===== src/rtctsm_regs.vh =====
/*
  Register offsets, field positions, reset values and timing counts for the
  trim and supply monitor block. Definitions only; included by bare name.
*/
`ifndef RTCTSM_REGS_VH
`define RTCTSM_REGS_VH

// ----------------------------------------------------------------------------
// register byte offsets
// ----------------------------------------------------------------------------
`define RTCTSM_OFS_TRIM 4'h0
`define RTCTSM_OFS_CTRL1 4'h1
`define RTCTSM_OFS_CTRL2 4'h2
`define RTCTSM_OFS_IRQ_STAT 4'h3
`define RTCTSM_OFS_IRQ_MASK 4'h4
`define RTCTSM_OFS_STATUS 4'h5

// ----------------------------------------------------------------------------
// control 1 fields
// ----------------------------------------------------------------------------
`define RTCTSM_C1_WEEKDAY_ALARM_ENABLE 7
`define RTCTSM_C1_DAILY_ALARM_ENABLE 6
`define RTCTSM_C1_SPARE3 5
`define RTCTSM_C1_HOUR24 4
`define RTCTSM_C1_TEST 3

// ----------------------------------------------------------------------------
// control 2 fields
// ----------------------------------------------------------------------------
`define RTCTSM_C2_VSEL 7
`define RTCTSM_C2_HALT 6
`define RTCTSM_C2_LOWV 5
`define RTCTSM_C2_SPARE1 4
`define RTCTSM_C2_SPARE2 3
`define RTCTSM_C2_PFLAG 2
`define RTCTSM_C2_WFLAG 1
`define RTCTSM_C2_DFLAG 0

// ----------------------------------------------------------------------------
// interrupt status bits
// ----------------------------------------------------------------------------
`define RTCTSM_IRQ_HALT 0
`define RTCTSM_IRQ_LOWV 1
`define RTCTSM_IRQ_SEC 2

// ----------------------------------------------------------------------------
// reset values and timing
// ----------------------------------------------------------------------------
`define RTCTSM_TRIM_RST 7'h00
`define RTCTSM_CTRL1_RST 8'h00
`define RTCTSM_CTRL2_RST 8'h40
`define RTCTSM_OSC_PER_SEC 32768
`define RTCTSM_TRIM_INTERVAL_S 20
`define RTCTSM_TRIM_STEP 2
`define RTCTSM_CLK_PERIOD_NS 20
`define RTCTSM_SAMPLE_WIN_NS 7800000
`define RTCTSM_SAMPLE_WIN_CYC ((`RTCTSM_SAMPLE_WIN_NS + `RTCTSM_CLK_PERIOD_NS - 1) / `RTCTSM_CLK_PERIOD_NS)

`endif


===== src/rtctsm_tick_gen.v =====
/*
  Derives the 1-second tick from 32.768 kHz oscillator ticks, stretching or
  shortening one second in every trim interval by the trim code.
  Assumes osc_tick_i is a one-cycle pulse per oscillator period.
*/
`timescale 1ns/1ps
`default_nettype none
`include "rtctsm_regs.vh"

module rtctsm_tick_gen #(
  parameter BASE_CYCLES = `RTCTSM_OSC_PER_SEC,
  parameter INTERVAL = `RTCTSM_TRIM_INTERVAL_S,
  parameter STEP = `RTCTSM_TRIM_STEP
) (
  input wire ref_clk_i,
  input wire sys_rst_i,
  input wire osc_tick_i,
  input wire [6:0] trim_code_i,
  output reg sec_tick_o,
  output reg [4:0] sec_phase_o
);

  // --------------------------------------------------------------------------
  // trim decode
  // --------------------------------------------------------------------------
  function signed [17:0] trim_delta;
    input [6:0] code;
    begin
      if (code[5:1] == 5'h00) begin
        trim_delta = 18'sd0;
      end else if (!code[6]) begin
        trim_delta = $signed(STEP[17:0]) * ($signed({11'h000, code}) - 18'sd1);
      end else begin
        trim_delta = -($signed(STEP[17:0]) * (18'sd128 - $signed({11'h000, code})));
      end
    end
  endfunction

  reg [17:0] count_reg;
  wire signed [17:0] period_w;
  // only the first second of the interval is corrected
  assign period_w = (sec_phase_o == 5'h00) ? ($signed(BASE_CYCLES[17:0]) + trim_delta(trim_code_i)) :
    $signed(BASE_CYCLES[17:0]);

  // --------------------------------------------------------------------------
  // counters
  // --------------------------------------------------------------------------
  always @(posedge ref_clk_i) begin
    sec_tick_o <= 1'b0;
    if (sys_rst_i) begin
      count_reg <= 18'h00000;
      sec_phase_o <= 5'h00;
    end else if (osc_tick_i) begin
      if (count_reg >= period_w[17:0] - 18'h00001) begin
        count_reg <= 18'h00000;
        sec_tick_o <= 1'b1;
        sec_phase_o <= (sec_phase_o == INTERVAL - 1) ? 5'h00 : sec_phase_o + 5'h01;
      end else begin
        count_reg <= count_reg + 18'h00001;
      end
    end
  end

endmodule // rtctsm_tick_gen
`default_nettype wire


===== src/rtctsm_supply_mon.v =====
/*
  Supply monitor: opens a sampling window after each second tick while low_flag_i is low, and reports
  a low supply seen at the window's close. Assumes comparator inputs are
  valid while sample_en_o is high.
*/
`timescale 1ns/1ps
`default_nettype none
`include "rtctsm_regs.vh"

module rtctsm_supply_mon #(
  parameter WIN_CYC = `RTCTSM_SAMPLE_WIN_CYC
) (
  input wire ref_clk_i,
  input wire sys_rst_i,
  input wire sec_tick_i,
  input wire low_flag_i,
  input wire thresh_sel_i,
  input wire below_2v1_i,
  input wire below_1v6_i,
  output reg sample_en_o,
  output reg low_detect_o
);

  reg [19:0] win_reg;
  wire below_w;
  assign below_w = thresh_sel_i ? below_1v6_i : below_2v1_i;

  // --------------------------------------------------------------------------
  // sampling window
  // --------------------------------------------------------------------------
  always @(posedge ref_clk_i) begin
    low_detect_o <= 1'b0;
    if (sys_rst_i || low_flag_i) begin
      // comparator stays off while a drop is already recorded, saving current
      sample_en_o <= 1'b0;
      win_reg <= 20'h00000;
    end else if (sec_tick_i) begin
      sample_en_o <= 1'b1;
      win_reg <= WIN_CYC[19:0] - 20'h00001;
    end else if (sample_en_o) begin
      if (win_reg == 20'h00000) begin
        sample_en_o <= 1'b0;
        low_detect_o <= below_w;
      end else begin
        win_reg <= win_reg - 20'h00001;
      end
    end
  end

endmodule // rtctsm_supply_mon
`default_nettype wire


===== src/rtctsm_top.v =====
/*
  Trim and supply health logic of a real-time clock: trimmed 1-second tick,
  oscillator-halt and low-supply flags, control bits, Avalon-MM register
  slave with one wait state, and an interrupt output.
  Assumes all inputs are synchronous to ref_clk_i.
*/
// Design decisions made here: register access over Avalon-MM and the placing of the registers.
// Summary of operation
// - once per 20-second interval one 1-second tick is lengthened or shortened to correct timekeeping.
// - the trim is a 7-bit two's-complement code and codes 0, +1, -64, -63 apply no correction.
// - positive codes 2 to 63 slow the count by code minus one steps of about 3.05 ppm.
// - codes 7fh down to 42h speed the count by 80h minus code steps of about 3.05 ppm.
// - the 32.768 kHz clock output is never altered by the trim.
// - halt and low-supply flags set on their event and stay set until software writes 0.
// - setting the halt flag clears the low-supply flag.
// - setting the halt flag clears trim, alarm enables, periodic select, format, test, threshold, spares and flags.
// - power-up reset sets the halt flag.
// - threshold select 0 picks the 2.1 V level and 1 picks 1.6 V.
// - the supply is sampled in a 7.8 ms window once a second and a drop sets the low-supply flag.
// - sampling stops while the low-supply flag is set.
`timescale 1ns/1ps
`default_nettype none
`include "rtctsm_regs.vh"

module rtctsm_top #(
  parameter SAMPLE_WIN_CYC = `RTCTSM_SAMPLE_WIN_CYC,
  parameter OSC_PER_SEC = `RTCTSM_OSC_PER_SEC
) (
  input wire ref_clk_i,
  input wire sys_rst_i,
  // avalon-mm slave
  input wire [3:0] avs_address_i,
  input wire avs_read_i,
  input wire avs_write_i,
  input wire [31:0] avs_writedata_i,
  output wire [31:0] avs_readdata_o,
  output wire avs_waitrequest_o,
  // oscillator and supply
  input wire osc_level_i,
  input wire osc_tick_i,
  input wire osc_halt_i,
  input wire supply_below_2v1_i,
  input wire supply_below_1v6_i,
  output wire supply_sample_en_o,
  output wire clock_out_32k_o,
  output wire sec_tick_o,
  output wire irq_o
);

  // --------------------------------------------------------------------------
  // state
  // --------------------------------------------------------------------------
  reg [6:0] trim_code_bits_reg;
  reg [7:0] ctrl1_reg;
  reg [7:0] ctrl2_reg;
  reg [2:0] irq_stat_reg;
  reg [2:0] irq_mask_reg;
  reg [31:0] rdata_reg;
  reg done_reg;
  reg clk32_reg;

  reg [6:0] trim_next;
  reg [7:0] ctrl1_next;
  reg [7:0] ctrl2_next;
  reg [2:0] irq_stat_next;

  wire sec_tick_w;
  wire [4:0] sec_phase_w;
  wire low_detect_w;
  wire bus_req_w;
  wire wr_fire_w;
  wire rd_start_w;
  wire osc_halt_flag;
  wire low_supply_flag;
  wire supply_threshold_select;
  wire [2:0] irq_event_w;

  assign osc_halt_flag = ctrl2_reg[`RTCTSM_C2_HALT];
  assign low_supply_flag = ctrl2_reg[`RTCTSM_C2_LOWV];
  assign supply_threshold_select = ctrl2_reg[`RTCTSM_C2_VSEL];

  // --------------------------------------------------------------------------
  // bus handshake: one wait state per access
  // --------------------------------------------------------------------------
  assign bus_req_w = avs_read_i | avs_write_i;
  assign avs_waitrequest_o = bus_req_w & ~done_reg;
  assign wr_fire_w = avs_write_i & done_reg;
  assign rd_start_w = avs_read_i & ~done_reg;
  assign avs_readdata_o = rdata_reg;

  always @(posedge ref_clk_i) begin
    if (sys_rst_i) begin
      done_reg <= 1'b0;
    end else begin
      done_reg <= bus_req_w & ~done_reg;
    end
  end

  // --------------------------------------------------------------------------
  // submodules
  // --------------------------------------------------------------------------
  rtctsm_tick_gen #(
    .BASE_CYCLES(OSC_PER_SEC),
    .INTERVAL(`RTCTSM_TRIM_INTERVAL_S),
    .STEP(`RTCTSM_TRIM_STEP)
  ) u_tick (
    .ref_clk_i(ref_clk_i),
    .sys_rst_i(sys_rst_i),
    .osc_tick_i(osc_tick_i),
    .trim_code_i(trim_code_bits_reg),
    .sec_tick_o(sec_tick_w),
    .sec_phase_o(sec_phase_w)
  );

  rtctsm_supply_mon #(
    .WIN_CYC(SAMPLE_WIN_CYC)
  ) u_mon (
    .ref_clk_i(ref_clk_i),
    .sys_rst_i(sys_rst_i),
    .sec_tick_i(sec_tick_w),
    .low_flag_i(low_supply_flag),
    .thresh_sel_i(supply_threshold_select),
    .below_2v1_i(supply_below_2v1_i),
    .below_1v6_i(supply_below_1v6_i),
    .sample_en_o(supply_sample_en_o),
    .low_detect_o(low_detect_w)
  );

  assign sec_tick_o = sec_tick_w;

  // --------------------------------------------------------------------------
  // 32 khz output: straight copy of the oscillator, trim never reaches it
  // --------------------------------------------------------------------------
  always @(posedge ref_clk_i) begin
    if (sys_rst_i) begin
      clk32_reg <= 1'b0;
    end else begin
      clk32_reg <= osc_level_i;
    end
  end
  assign clock_out_32k_o = clk32_reg;

  // --------------------------------------------------------------------------
  // register and flag next state
  // --------------------------------------------------------------------------
  always @* begin
    trim_next = trim_code_bits_reg;
    ctrl1_next = ctrl1_reg;
    ctrl2_next = ctrl2_reg;
    if (wr_fire_w) begin
      case (avs_address_i)
        `RTCTSM_OFS_TRIM: begin
          trim_next = avs_writedata_i[6:0];
        end
        `RTCTSM_OFS_CTRL1: begin
          ctrl1_next = avs_writedata_i[7:0];
        end
        `RTCTSM_OFS_CTRL2: begin
          // halt and low-supply flags accept only a clearing write
          ctrl2_next = avs_writedata_i[7:0];
          ctrl2_next[`RTCTSM_C2_HALT] = ctrl2_reg[`RTCTSM_C2_HALT] & avs_writedata_i[`RTCTSM_C2_HALT];
          ctrl2_next[`RTCTSM_C2_LOWV] = ctrl2_reg[`RTCTSM_C2_LOWV] & avs_writedata_i[`RTCTSM_C2_LOWV];
        end
        default: begin
          trim_next = trim_code_bits_reg;
        end
      endcase
    end
    // a detection in the same cycle as a clearing write wins
    if (low_detect_w) begin
      ctrl2_next[`RTCTSM_C2_LOWV] = 1'b1;
    end
    if (osc_halt_i) begin
      trim_next = 7'h00;
      ctrl1_next = 8'h00;
      ctrl2_next = 8'h00;
      ctrl2_next[`RTCTSM_C2_HALT] = 1'b1;
    end
  end

  // --------------------------------------------------------------------------
  // interrupt status: write one to clear, new events win
  // --------------------------------------------------------------------------
  assign irq_event_w = {sec_tick_w, low_detect_w & ~osc_halt_i, osc_halt_i};

  always @* begin
    irq_stat_next = irq_stat_reg;
    if (wr_fire_w && avs_address_i == `RTCTSM_OFS_IRQ_STAT) begin
      irq_stat_next = irq_stat_reg & ~avs_writedata_i[2:0];
    end
    irq_stat_next = irq_stat_next | irq_event_w;
  end

  assign irq_o = |(irq_stat_reg & irq_mask_reg);

  // --------------------------------------------------------------------------
  // registers
  // --------------------------------------------------------------------------
  always @(posedge ref_clk_i) begin
    if (sys_rst_i) begin
      // power-up from a dead supply leaves the halt flag set
      trim_code_bits_reg <= `RTCTSM_TRIM_RST;
      ctrl1_reg <= `RTCTSM_CTRL1_RST;
      ctrl2_reg <= `RTCTSM_CTRL2_RST;
      irq_stat_reg <= 3'h0;
      irq_mask_reg <= 3'h0;
    end else begin
      trim_code_bits_reg <= trim_next;
      ctrl1_reg <= ctrl1_next;
      ctrl2_reg <= ctrl2_next;
      irq_stat_reg <= irq_stat_next;
      if (wr_fire_w && avs_address_i == `RTCTSM_OFS_IRQ_MASK) begin
        irq_mask_reg <= avs_writedata_i[2:0];
      end
    end
  end

  // --------------------------------------------------------------------------
  // read data, captured on the wait cycle so it stands at the accept edge
  // --------------------------------------------------------------------------
  always @(posedge ref_clk_i) begin
    if (sys_rst_i) begin
      rdata_reg <= 32'h00000000;
    end else if (rd_start_w) begin
      case (avs_address_i)
        `RTCTSM_OFS_TRIM: begin
          rdata_reg <= {25'h0000000, trim_code_bits_reg};
        end
        `RTCTSM_OFS_CTRL1: begin
          rdata_reg <= {24'h000000, ctrl1_reg};
        end
        `RTCTSM_OFS_CTRL2: begin
          rdata_reg <= {24'h000000, ctrl2_reg};
        end
        `RTCTSM_OFS_IRQ_STAT: begin
          rdata_reg <= {29'h00000000, irq_stat_reg};
        end
        `RTCTSM_OFS_IRQ_MASK: begin
          rdata_reg <= {29'h00000000, irq_mask_reg};
        end
        `RTCTSM_OFS_STATUS: begin
          rdata_reg <= {26'h0000000, supply_sample_en_o, sec_phase_w};
        end
        default: begin
          rdata_reg <= 32'h00000000;
        end
      endcase
    end
  end

endmodule // rtctsm_top
`default_nettype wire


===== config.mk =====
export PLATFORM = sky130hd
export DESIGN_NAME = rtctsm_top
export DESIGN_NICKNAME = d
export VERILOG_FILES = /design/src/rtctsm_tick_gen.v /design/src/rtctsm_supply_mon.v /design/src/rtctsm_top.v
export VERILOG_INCLUDE_DIRS = /design/src /design/src/src
export SDC_FILE = /design/constraint.sdc
export NUM_CORES = 1
export LEC_CHECK = 0
export BUFFER_PORTS_ARGS = -buffer_cell sky130_fd_sc_hd__clkbuf_2
export CAP_MARGIN = 40
export CORE_MARGIN = 1.5
export CORE_UTILIZATION = 35
export DETAILED_ROUTE_END_ITERATION = 8
export SLEW_MARGIN = 10
export SYNTH_ARGS = -nofsm -noshare
export SYNTH_HDL_FRONTEND = slang
export SYNTH_SLANG_ARGS = --single-unit

===== constraint.sdc =====
create_clock -name ref_clk_i -period 4.7 [get_ports ref_clk_i]
set_input_delay 0.94 -clock ref_clk_i [delete_from_list [all_inputs] [get_ports ref_clk_i]]
set_output_delay 0.94 -clock ref_clk_i [all_outputs]
set_load 0.02 [all_outputs]

== Word level (Yosys, flattened, before mapping) ==
Cells that the tools add are included.

* $add $sub $neg: 8
* $lt $le $gt $ge: 1
* Equality and inequality tests: 7
* Muxes and demuxes: 18
* Bitwise logic cells: 16
* Reductions and logical operators: 22

{| class="wikitable"
|+ Operator list
! cell !! count
|-
| 18-bit two-way mux || 4
|-
| 19-bit two-way mux || 3
|-
| 8-bit case mux with 6 select lines || 1
|-
| 20-bit zero test || 1
|-
| 20-bit by 1-bit subtractor with 20-bit output, second input constant || 1
|-
| 17-bit by 18-bit adder with 18-bit output, first input constant || 1
|-
| 18-bit by 1-bit adder with 18-bit output, second input constant || 1
|-
| 18-bit greater-or-equal comparator || 1
|-
| 18-bit negation || 1
|-
| 18-bit by 1-bit subtractor with 18-bit output, second input constant || 1
|-
| 2-bit AND reduction || 7
|-
| 6-bit two-way mux || 2
|-
| 5-bit zero test || 2
|-
| 8-bit by 7-bit subtractor with 9-bit output, first input constant || 1
|-
| 4-bit by 2-bit equality test with 1-bit output, second input constant || 2
|-
| 4-bit by 3-bit equality test with 1-bit output, second input constant || 2
|-
| 7-bit by 1-bit subtractor with 8-bit output, second input constant || 1
|-
| 1-bit bitwise AND || 6
|-
| 3-bit bitwise AND || 2
|-
| 1-bit two-way mux || 6
|-
| 2-bit nonzero test || 3
|-
| 2-bit OR reduction || 3
|-
| 5-bit by 1-bit adder with 5-bit output, second input constant || 1
|-
| 5-bit equality test, second input constant || 1
|-
| other kinds (13) || 18
|}

* Register bits after elaboration: 109
* Input port bits: 45
* Output and inout bits: 37
* Logic and storage cells: 88

== Logic depth before layout (Yosys ltp) ==
Gate-level depths: netlist of run 1.

* Word-level depth: 9
* Mapped depth: 23
* Mapped depth without buffers: 19

== Hierarchy ==
A second synthesis of run 1 with hierarchy kept.

* Cells, all modules: 658
* Area, all modules: 5509.0 sq um

{| class="wikitable"
|+ Modules (own cells, without submodules)
! module !! times used !! cells an instance !! area each (sq um) !! seq. area each (sq um)
|-
| rtctsm_tick_gen || 1 || 285 || 2269.7 || 480.5
|-
| rtctsm_top || 1 || 226 || 1943.1 || 780.7
|-
| rtctsm_supply_mon || 1 || 147 || 1296.2 || 440.4
|}

== Least setup slack after synthesis of run 1 ==
OpenSTA, ideal clock, no wires.

* Kind: reg-to-reg
* Start point: register trim_code_bits_reg[0]
* End point: register u_tick.count_reg[10]
* Library setup time: 0.128 ns
* Arrival: 3.867 ns
* Required time: 4.572 ns
* Path slack: 0.706 ns
* Cell stages (with the launch flop): 19
* Path buffers: 3
* Period minus slack after synthesis: 3.994 ns
* Cell sequence: dfxtp_1 buf_6 inv_1 ha_1 or3b_1 o21ba_4 xor2_1 o2111ai_1 a211oi_2 a32oi_1 ha_1 nand4_1 a211oi_1 a22oi_1 a31oi_1 or2_1 clkbuf_1 clkbuf_1 nor2_1

* Word-level cells in the longest chain between the ends: 9
* Elaborated cells between the ends (all ways): 10
* Those cells by class: 5 x add/sub; 1 x order compare; 4 x mux

{| class="wikitable"
|+ RTL lines
! element !! RTL line !! text
|-
| start: declaration || rtctsm_top.v:53 || <nowiki>reg [6:0] trim_code_bits_reg;</nowiki>
|-
| start signal: assignment || rtctsm_top.v:202 || <nowiki>trim_code_bits_reg <= `RTCTSM_TRIM_RST;</nowiki>
|-
| start signal: assignment || rtctsm_top.v:208 || <nowiki>trim_code_bits_reg <= trim_next;</nowiki>
|-
| 8-bit by 7-bit subtractor with 9-bit output || rtctsm_tick_gen.v:34 || <nowiki>trim_delta = -($signed(STEP[17:0]) * (18'sd128 - $signed({11'h000, code})));</nowiki>
|-
| 18-bit negation || rtctsm_tick_gen.v:34 ||
|-
| 18-bit two-way mux * || rtctsm_tick_gen.v:31 || <nowiki>end else if (!code[6]) begin</nowiki>
|-
| 18-bit two-way mux * || rtctsm_tick_gen.v:29 || <nowiki>if (code[5:1] == 5'h00) begin</nowiki>
|-
| 17-bit by 18-bit adder with 18-bit output * || rtctsm_tick_gen.v:42 || <nowiki>assign period_w = (sec_phase_o == 5'h00) ? ($signed(BASE_CYCLES[17:0]) + trim_delta(trim_code_i)) :</nowiki>
|-
| 18-bit two-way mux * || rtctsm_tick_gen.v:42 ||
|-
| 18-bit by 1-bit subtractor with 18-bit output * || rtctsm_tick_gen.v:54 || <nowiki>if (count_reg >= period_w[17:0] - 18'h00001) begin</nowiki>
|-
| 18-bit greater-or-equal comparator * || rtctsm_tick_gen.v:54 ||
|-
| 18-bit two-way mux * || rtctsm_tick_gen.v:54 ||
|-
| end signal: assignment || rtctsm_tick_gen.v:59 || <nowiki>count_reg <= count_reg + 18'h00001;</nowiki>
|-
| end: declaration || rtctsm_tick_gen.v:39 || <nowiki>reg [17:0] count_reg;</nowiki>
|}

Mark *: on every way between the ends. The rest lies on a longest branch, timed or not.
A chain may end at the register's enable or synchronous reset.

== Worst setup path after layout of run 1 ==
Ends and elaborated chain as after synthesis.

==> results of run 1 <==
cell type report:
type | instances | area, um^2
multi-input cells | 484 | 3110
repair buffers | 41 | 225
clock inverters | 4 | 72.6
inverters | 15 | 56.3
flip-flops and latches | 85 | 1700
fillers | 1432 | 8410
well taps | 180 | 225
clock buffers | 11 | 243
final timing paths:
| check | start | endpoint | slack (ps) | cells past startpoint |
|---|---|---|---|---|
| worst max-delay path | trim_code_bits_reg[0] | u_tick.count_reg[10] | 370 | 16 |
| worst min-delay path | ctrl2_reg[3] | ctrl2_reg[3] | 460 | 2 |
| worst max register to register | trim_code_bits_reg[0] | u_tick.count_reg[10] | 370 | 16 |
| worst min register to register | ctrl2_reg[3] | ctrl2_reg[3] | 460 | 2 |
synthesized netlist by cell type, drive strengths merged, types with 15 or more instances:
| master | n |
|---|---|
| nor2 | 86 |
| dfxtp | 85 |
| nand2 | 49 |
| a21oi | 29 |
| buf | 29 |
| xor2 | 28 |
| ha | 26 |
| nand3 | 26 |
| clkbuf | 25 |
| mux2i | 24 |
| o21ai | 21 |
| xnor2 | 17 |
| o21a | 16 |
| inv | 15 |
kinds of logic after synthesis:
kind of cell	share of synthesized area (%)
simple gates	22.4
compound gates	17.2
flops	33.4
buf+inv	7.35
xor+xnor	7.75
mux	5.38
fa+ha+maj	6.39
other cells	0.0737
power by group through the flow:
| stage | Combinational (mW) | Clock, mW | Sequential (mW) |
|---|---|---|---|
| after floorplan | 0.0755 | 0 | 0.743 |
| after global placement | 0.0829 | 0 | 0.745 |
| after detailed placement | 0.0852 | 0 | 0.745 |
| after CTS | 0.0856 | 0.771 | 0.729 |
| after global routing | 0.0959 | 0.804 | 0.729 |
| final | 0.0863 | 0.757 | 0.729 |
cells in the final DEF, fill, tap and decap left out, types with 11 or more instances in the layout:
| cell | n |
|---|---|
| nor2_1 | 86 |
| nor3_1 | 12 |
| nand2_1 | 49 |
| a22oi_1 | 11 |
| inv_1 | 15 |
| xnor2_1 | 17 |
| o21ai_0 | 16 |
| clkbuf_2 | 33 |
| o21a_1 | 15 |
| a21oi_1 | 29 |
| xor2_1 | 28 |
| conb_1 | 24 |
| ha_1 | 26 |
| dfxtp_1 | 84 |
| nand3_1 | 26 |
| mux2i_1 | 24 |
| nand4_1 | 12 |
repair_timing:
item	in CTS	in global routing
hold buffers	0	0
resized for setup	0	4
buffers inserted	0	1
endpoints found under the setup margin	0	20
critical path: stages (launching register included):
cell       delay (ps)
dfxtp_2           410
inv_1             100
ha_1              350
or3b_1            420
o21ba_4           300
xor2_1            270
o2111ai_1         210
a211oi_2          380
xor2_1            190
ha_1              280
a41oi_1           210
o21ai_0           120
a22oi_1           270
a31oi_1           150
or2_1             300
buf_4             200
nor2_1            100
stage by stage:
step	setup WS (ps)	util (%)	cell area [um^2]	std cells	total power [mW]
detailed placement	339	37.7	5300	804	0.830
floorplan	706	-	5170	638	0.819
global route	62.9	40.1	5630	820	1.63
finish	372	40.1	5630	820	1.57
CTS	294	40.0	5620	819	1.59
global placement	389	37.7	5290	803	0.828
layer usage:
metal / GRT usage (%) / vias up / part of all wire (%)
li1: - / 2168 / -
met1: 20.8 / 2103 / 47
met2: 28.7 / 96 / 49
met3: 2.38 / 13 / 2.7
met4: 6.11 / 0 / 1.3
met5: 0 / - / 0
==> impl_metrics.json, run 1 <==
{
  "run_status": "completed",
  "layout_min_cycle_time_ps": 4330,
  "max-clock-path-buffers": 2,
  "internal-power_mw": 1.22,
  "grt.overflow.total": 0,
  "grt_pass1_wl_um": 20200,
  "final_hold_viol_count": 0,
  "cts.clk_slew.worst_paths_ps": 60,
  "floorplan.die.width_um": 124,
  "dr_total_vias": 4380,
  "synth_top_cell_area_share_pct": 33.4,
  "primary_ff_master_synth": "dfxtp_1",
  "maxCapViolations": 0,
  "number_of_antenna_violations_at_the_first_check_in_global_routing": 0,
  "post_route_clock_skew_ps": 4.22,
  "critical_path_peak_fanout": 10,
  "vias_in_the_first_global_route": 4316,
  "cp.required_ps": 4980,
  "height_of_the_die_um": 124,
  "timing.setup.tns_ps": 0,
  "design.core.area_um2": 14000,
  "crit_end_element": "register",
  "synth_enable_flop_cells": 0,
  "period_share_pct": 92.1,
  "final_max_slew_viol_count": 0,
  "fraction_of_layout_cells_with_a_size_suffix_above_1_pct": 11.4,
  "rows": 43,
  "synth_area_leader_cell": "dfxtp_1",
  "netlist_instances": 615,
  "hpwlAfterDp_um": 8510,
  "fraction_of_registers_with_async_set_reset_pct": 0,
  "flow.area_growth_from_synthesis_pct": 10.7,
  "detail_route.vias_per_cell": 5.34,
  "ys_top_cells_by_area": "dfxtp_1, ha_1, nor2_1, xor2_1, mux2i_1",
  "post_synth.cell_area_avg_um2": 8.27,
  "arrival_time_of_the_worst_setup_path_ps": 4600,
  "p_sw_share_pct": 22.1,
  "cts_made_buffers": 9,
  "clock_power_share_pct": 48.2,
  "setup-violations-final": 0,
  "peakVddDrop_mv": 0.209,
  "timing_worst_slew_pin_value_ps": 711,
  "power.leakage_nw": 2.29,
  "critical_path.startpoint_type": "register",
  "wire_per_inst_um": 14.2,
  "ctsHtreeMaxLevel": 3,
  "drc_errors": 0,
  "nets": 707,
  "fin_worst_hold_slack_ps": 458,
  "power-per-cell-area_nw_per_um2": 279,
  "power_frac_seq_pct": 46.4,
  "clock_latency_ps": 340,
  "highest_achievable_clock_rate_ghz": 0.231,
  "largest_register_ffs": 20,
  "proportion_of_power_drawn_by_combinational_gates_pct": 5.5,
  "drt_pre_antenna_iters": 4,
  "yosysWarnings": 0,
  "antenna_violating_nets_post_route": 0,
  "worst-setup-path-type": "reg2reg",
  "cts-root-buf": "clkbuf_16",
  "start_util_pct": 36.2,
  "clock-sinks": 85,
  "p_switching_uw": 348,
  "grt_use_total_pct": 16.5,
  "die_footprint_um2": 15300,
  "placement.io_buffers": 33,
  "first_iter_violations": 272,
  "slew_headroom_pct": 52.1,
  "totalWireLength_um": 11600,
  "syn-cell-area_um2": 5090,
  "setup_repair_after_global_routing_missed_its_margin": "false",
  "finalWeightedCongestion": 0.856,
  "synth_seq_area_share_pct": 33.4,
  "synthDistinctLibCells": 64,
  "synth.ff_latch_count": 85,
  "grt_start_max_net_pins": 29,
  "clock_tree_from_tritoncts": "built",
  "hp-class": "reg2reg",
  "antenna_cells_inserted": 0,
  "design.portCount": 82
}
Power figures use the tool's default switching activity.
==> inputs of run 2 (changes only) <==
--- a/config.mk
+++ b/config.mk
@@ -8,6 +8,7 @@
 export LEC_CHECK = 0
 export BUFFER_PORTS_ARGS = -buffer_cell sky130_fd_sc_hd__clkbuf_2
 export CAP_MARGIN = 40
+export CORE_ASPECT_RATIO = 0.7
 export CORE_MARGIN = 1.5
 export CORE_UTILIZATION = 35
 export DETAILED_ROUTE_END_ITERATION = 8
==> impl_metrics.json, run 2 (synthesized netlist as in run 1, its figures left out) <==
{
  "grt.overflow.total": 0,
  "setup-violations-final": 0,
  "wl_met1_um": 6110,
  "rows": 36,
  "setup_repair_after_global_routing_missed_its_margin": "false",
  "detail_route.vias_per_cell": 5.24,
  "die_footprint_um2": 15300,
  "worstHoldPathCells": 2,
  "multiInputGateArea_um2": 3100,
  "cts-root-buf": "clkbuf_16",
  "hp-class": "reg2reg",
  "internal-power_mw": 1.12,
  "total_power_mw": 1.52,
  "power-per-cell-area_nw_per_um2": 271,
  "layout.cells.most_common": "nor2_1",
  "crit_end_element": "register",
  "timing.final.ws_setup_ps": 302,
  "ctsHtreeMaxLevel": 3,
  "drt_pre_antenna_iters": 5,
  "first_iter_violations": 309,
  "largest_register_ffs": 20,
  "design.portCount": 82,
  "finalWeightedCongestion": 0.905,
  "detailroute.wirelength.met2_um": 5010,
  "peakVddDrop_mv": 0.190,
  "final.fill_count": 1476,
  "max-clock-path-buffers": 2,
  "worst-setup-path-type": "reg2reg",
  "dr_total_vias": 4358,
  "antenna_cells_inserted": 0,
  "p_sw_share_pct": 26.3,
  "nets": 708,
  "most-common-layout-cells": "nor2_1, dfxtp_1, nand2_1",
  "arrival_time_of_the_worst_setup_path_ps": 4680,
  "clock-sinks": 85,
  "dpl.cell_count": 815,
  "floorplan.die.width_um": 147,
  "grt_pass1_wl_um": 19900,
  "run_status": "completed",
  "power.leakage_nw": 2.28,
  "timing_worst_slew_pin_value_ps": 917,
  "hpwlAfterDp_um": 9120,
  "slew_headroom_pct": 38.4,
  "sequential_cell_area_um2": 1700,
  "period_share_pct": 93.6,
  "route.top_layer_used": "met4",
  "final_hold_viol_count": 0,
  "grt_use_total_pct": 16.1,
  "proportion_of_power_drawn_by_combinational_gates_pct": 5.5,
  "placement.io_buffers": 33,
  "detailroute.wirelength.met3_um": 776,
  "fraction_of_layout_cells_with_a_size_suffix_above_1_pct": 11.5,
  "grt_start_max_net_pins": 29,
  "flow.area_growth_from_synthesis_pct": 10.7,
  "wire_per_inst_um": 14.5,
  "worst-r2r-setup-slack_ps": 300,
  "cts.clk_slew.worst_paths_ps": 70,
  "totalWireLength_um": 12000,
  "highest_achievable_clock_rate_ghz": 0.227,
  "final_max_slew_viol_count": 0,
  "post_route_clock_skew_ps": 9.96,
  "placement.setup.worst_slack_ps": 163,
  "p_switching_uw": 402,
  "critical_path_peak_fanout": 10,
  "timing.setup.tns_ps": 0,
  "height_of_the_die_um": 104,
  "clock_power_share_pct": 46.7,
  "layout_min_cycle_time_ps": 4400,
  "clock_latency_ps": 350,
  "cp.required_ps": 4980,
  "number_of_antenna_violations_at_the_first_check_in_global_routing": 0,
  "clock_tree_from_tritoncts": "built",
  "start_util_pct": 36.2,
  "fin_cells": 832,
  "antenna_violating_nets_post_route": 0,
  "reg2regPathDepth": 16,
  "design.core.area_um2": 14100,
  "drc_errors": 0,
  "power_frac_seq_pct": 47.8,
  "cts_made_buffers": 9,
  "critical_path.startpoint_type": "register",
  "maxCapViolations": 0,
  "vias_in_the_first_global_route": 4021
}
run 2: worst paths after layout:
path	startpoint	endpoint
max	trim_code_bits_reg[0]	u_tick.sec_phase_o[4]
max reg2reg	trim_code_bits_reg[0]	u_tick.sec_phase_o[4]
min reg2reg	u_mon.low_detect_o	ctrl2_reg[5]
min	u_mon.low_detect_o	ctrl2_reg[5]
run 2: power groups by stage:
stage	clock network (mW)	logic, mW	registers [mW]
global placement	0	0.0813	0.745
finish	0.712	0.0845	0.728
detailed placement	0	0.0832	0.745
floorplan	0	0.0755	0.743
CTS	0.728	0.0836	0.728
global route	0.764	0.0933	0.729
run 2: what timing repair did:
action	in CTS	in global routing
setup buffers	0	1
setup endpoints to repair	0	19
gates resized for setup	0	2
hold buffers	0	0
run 2: per-stage QoR:
stage | hold slack, ps | area, um^2 | util, %
3_5_place_dp | 453 | 5320 | 37.9
6_report | 466 | 5640 | 40.1
3_3_place_gp | 446 | 5310 | 37.8
2_1_floorplan | 432 | 5170 | -
4_1_cts | 469 | 5630 | 40.0
5_1_grt | 491 | 5640 | 40.1
run 2: layout make-up:
class	instances	area share, %
clock inverters	7	1.42
repair buffers	42	4.13
well taps	190	4.22
multi-input cells	484	55.0
flip-flops and latches	85	30.2
clock buffers	9	4.00
inverters	15	0.999
run 2: critical path, stage by stage (launching register included):
cell	delay, ps
dfxtp_1	450
inv_1	120
ha_1	360
or3b_1	430
o21ba_4	300
xor2_1	260
o2111ai_1	220
a211oi_2	360
xor2_1	190
ha_1	270
a41oi_1	200
o21ai_0	150
a22oi_1	270
a31oi_1	160
buf_4	200
a311o_1	310
o21ai_1	70
run 2: layer usage:
layer,up-vias,track usage (%)
met4,0,3.50
met3,11,4.61
met5,-,0
met1,2052,23.3
met2,123,23.5
li1,2172,-
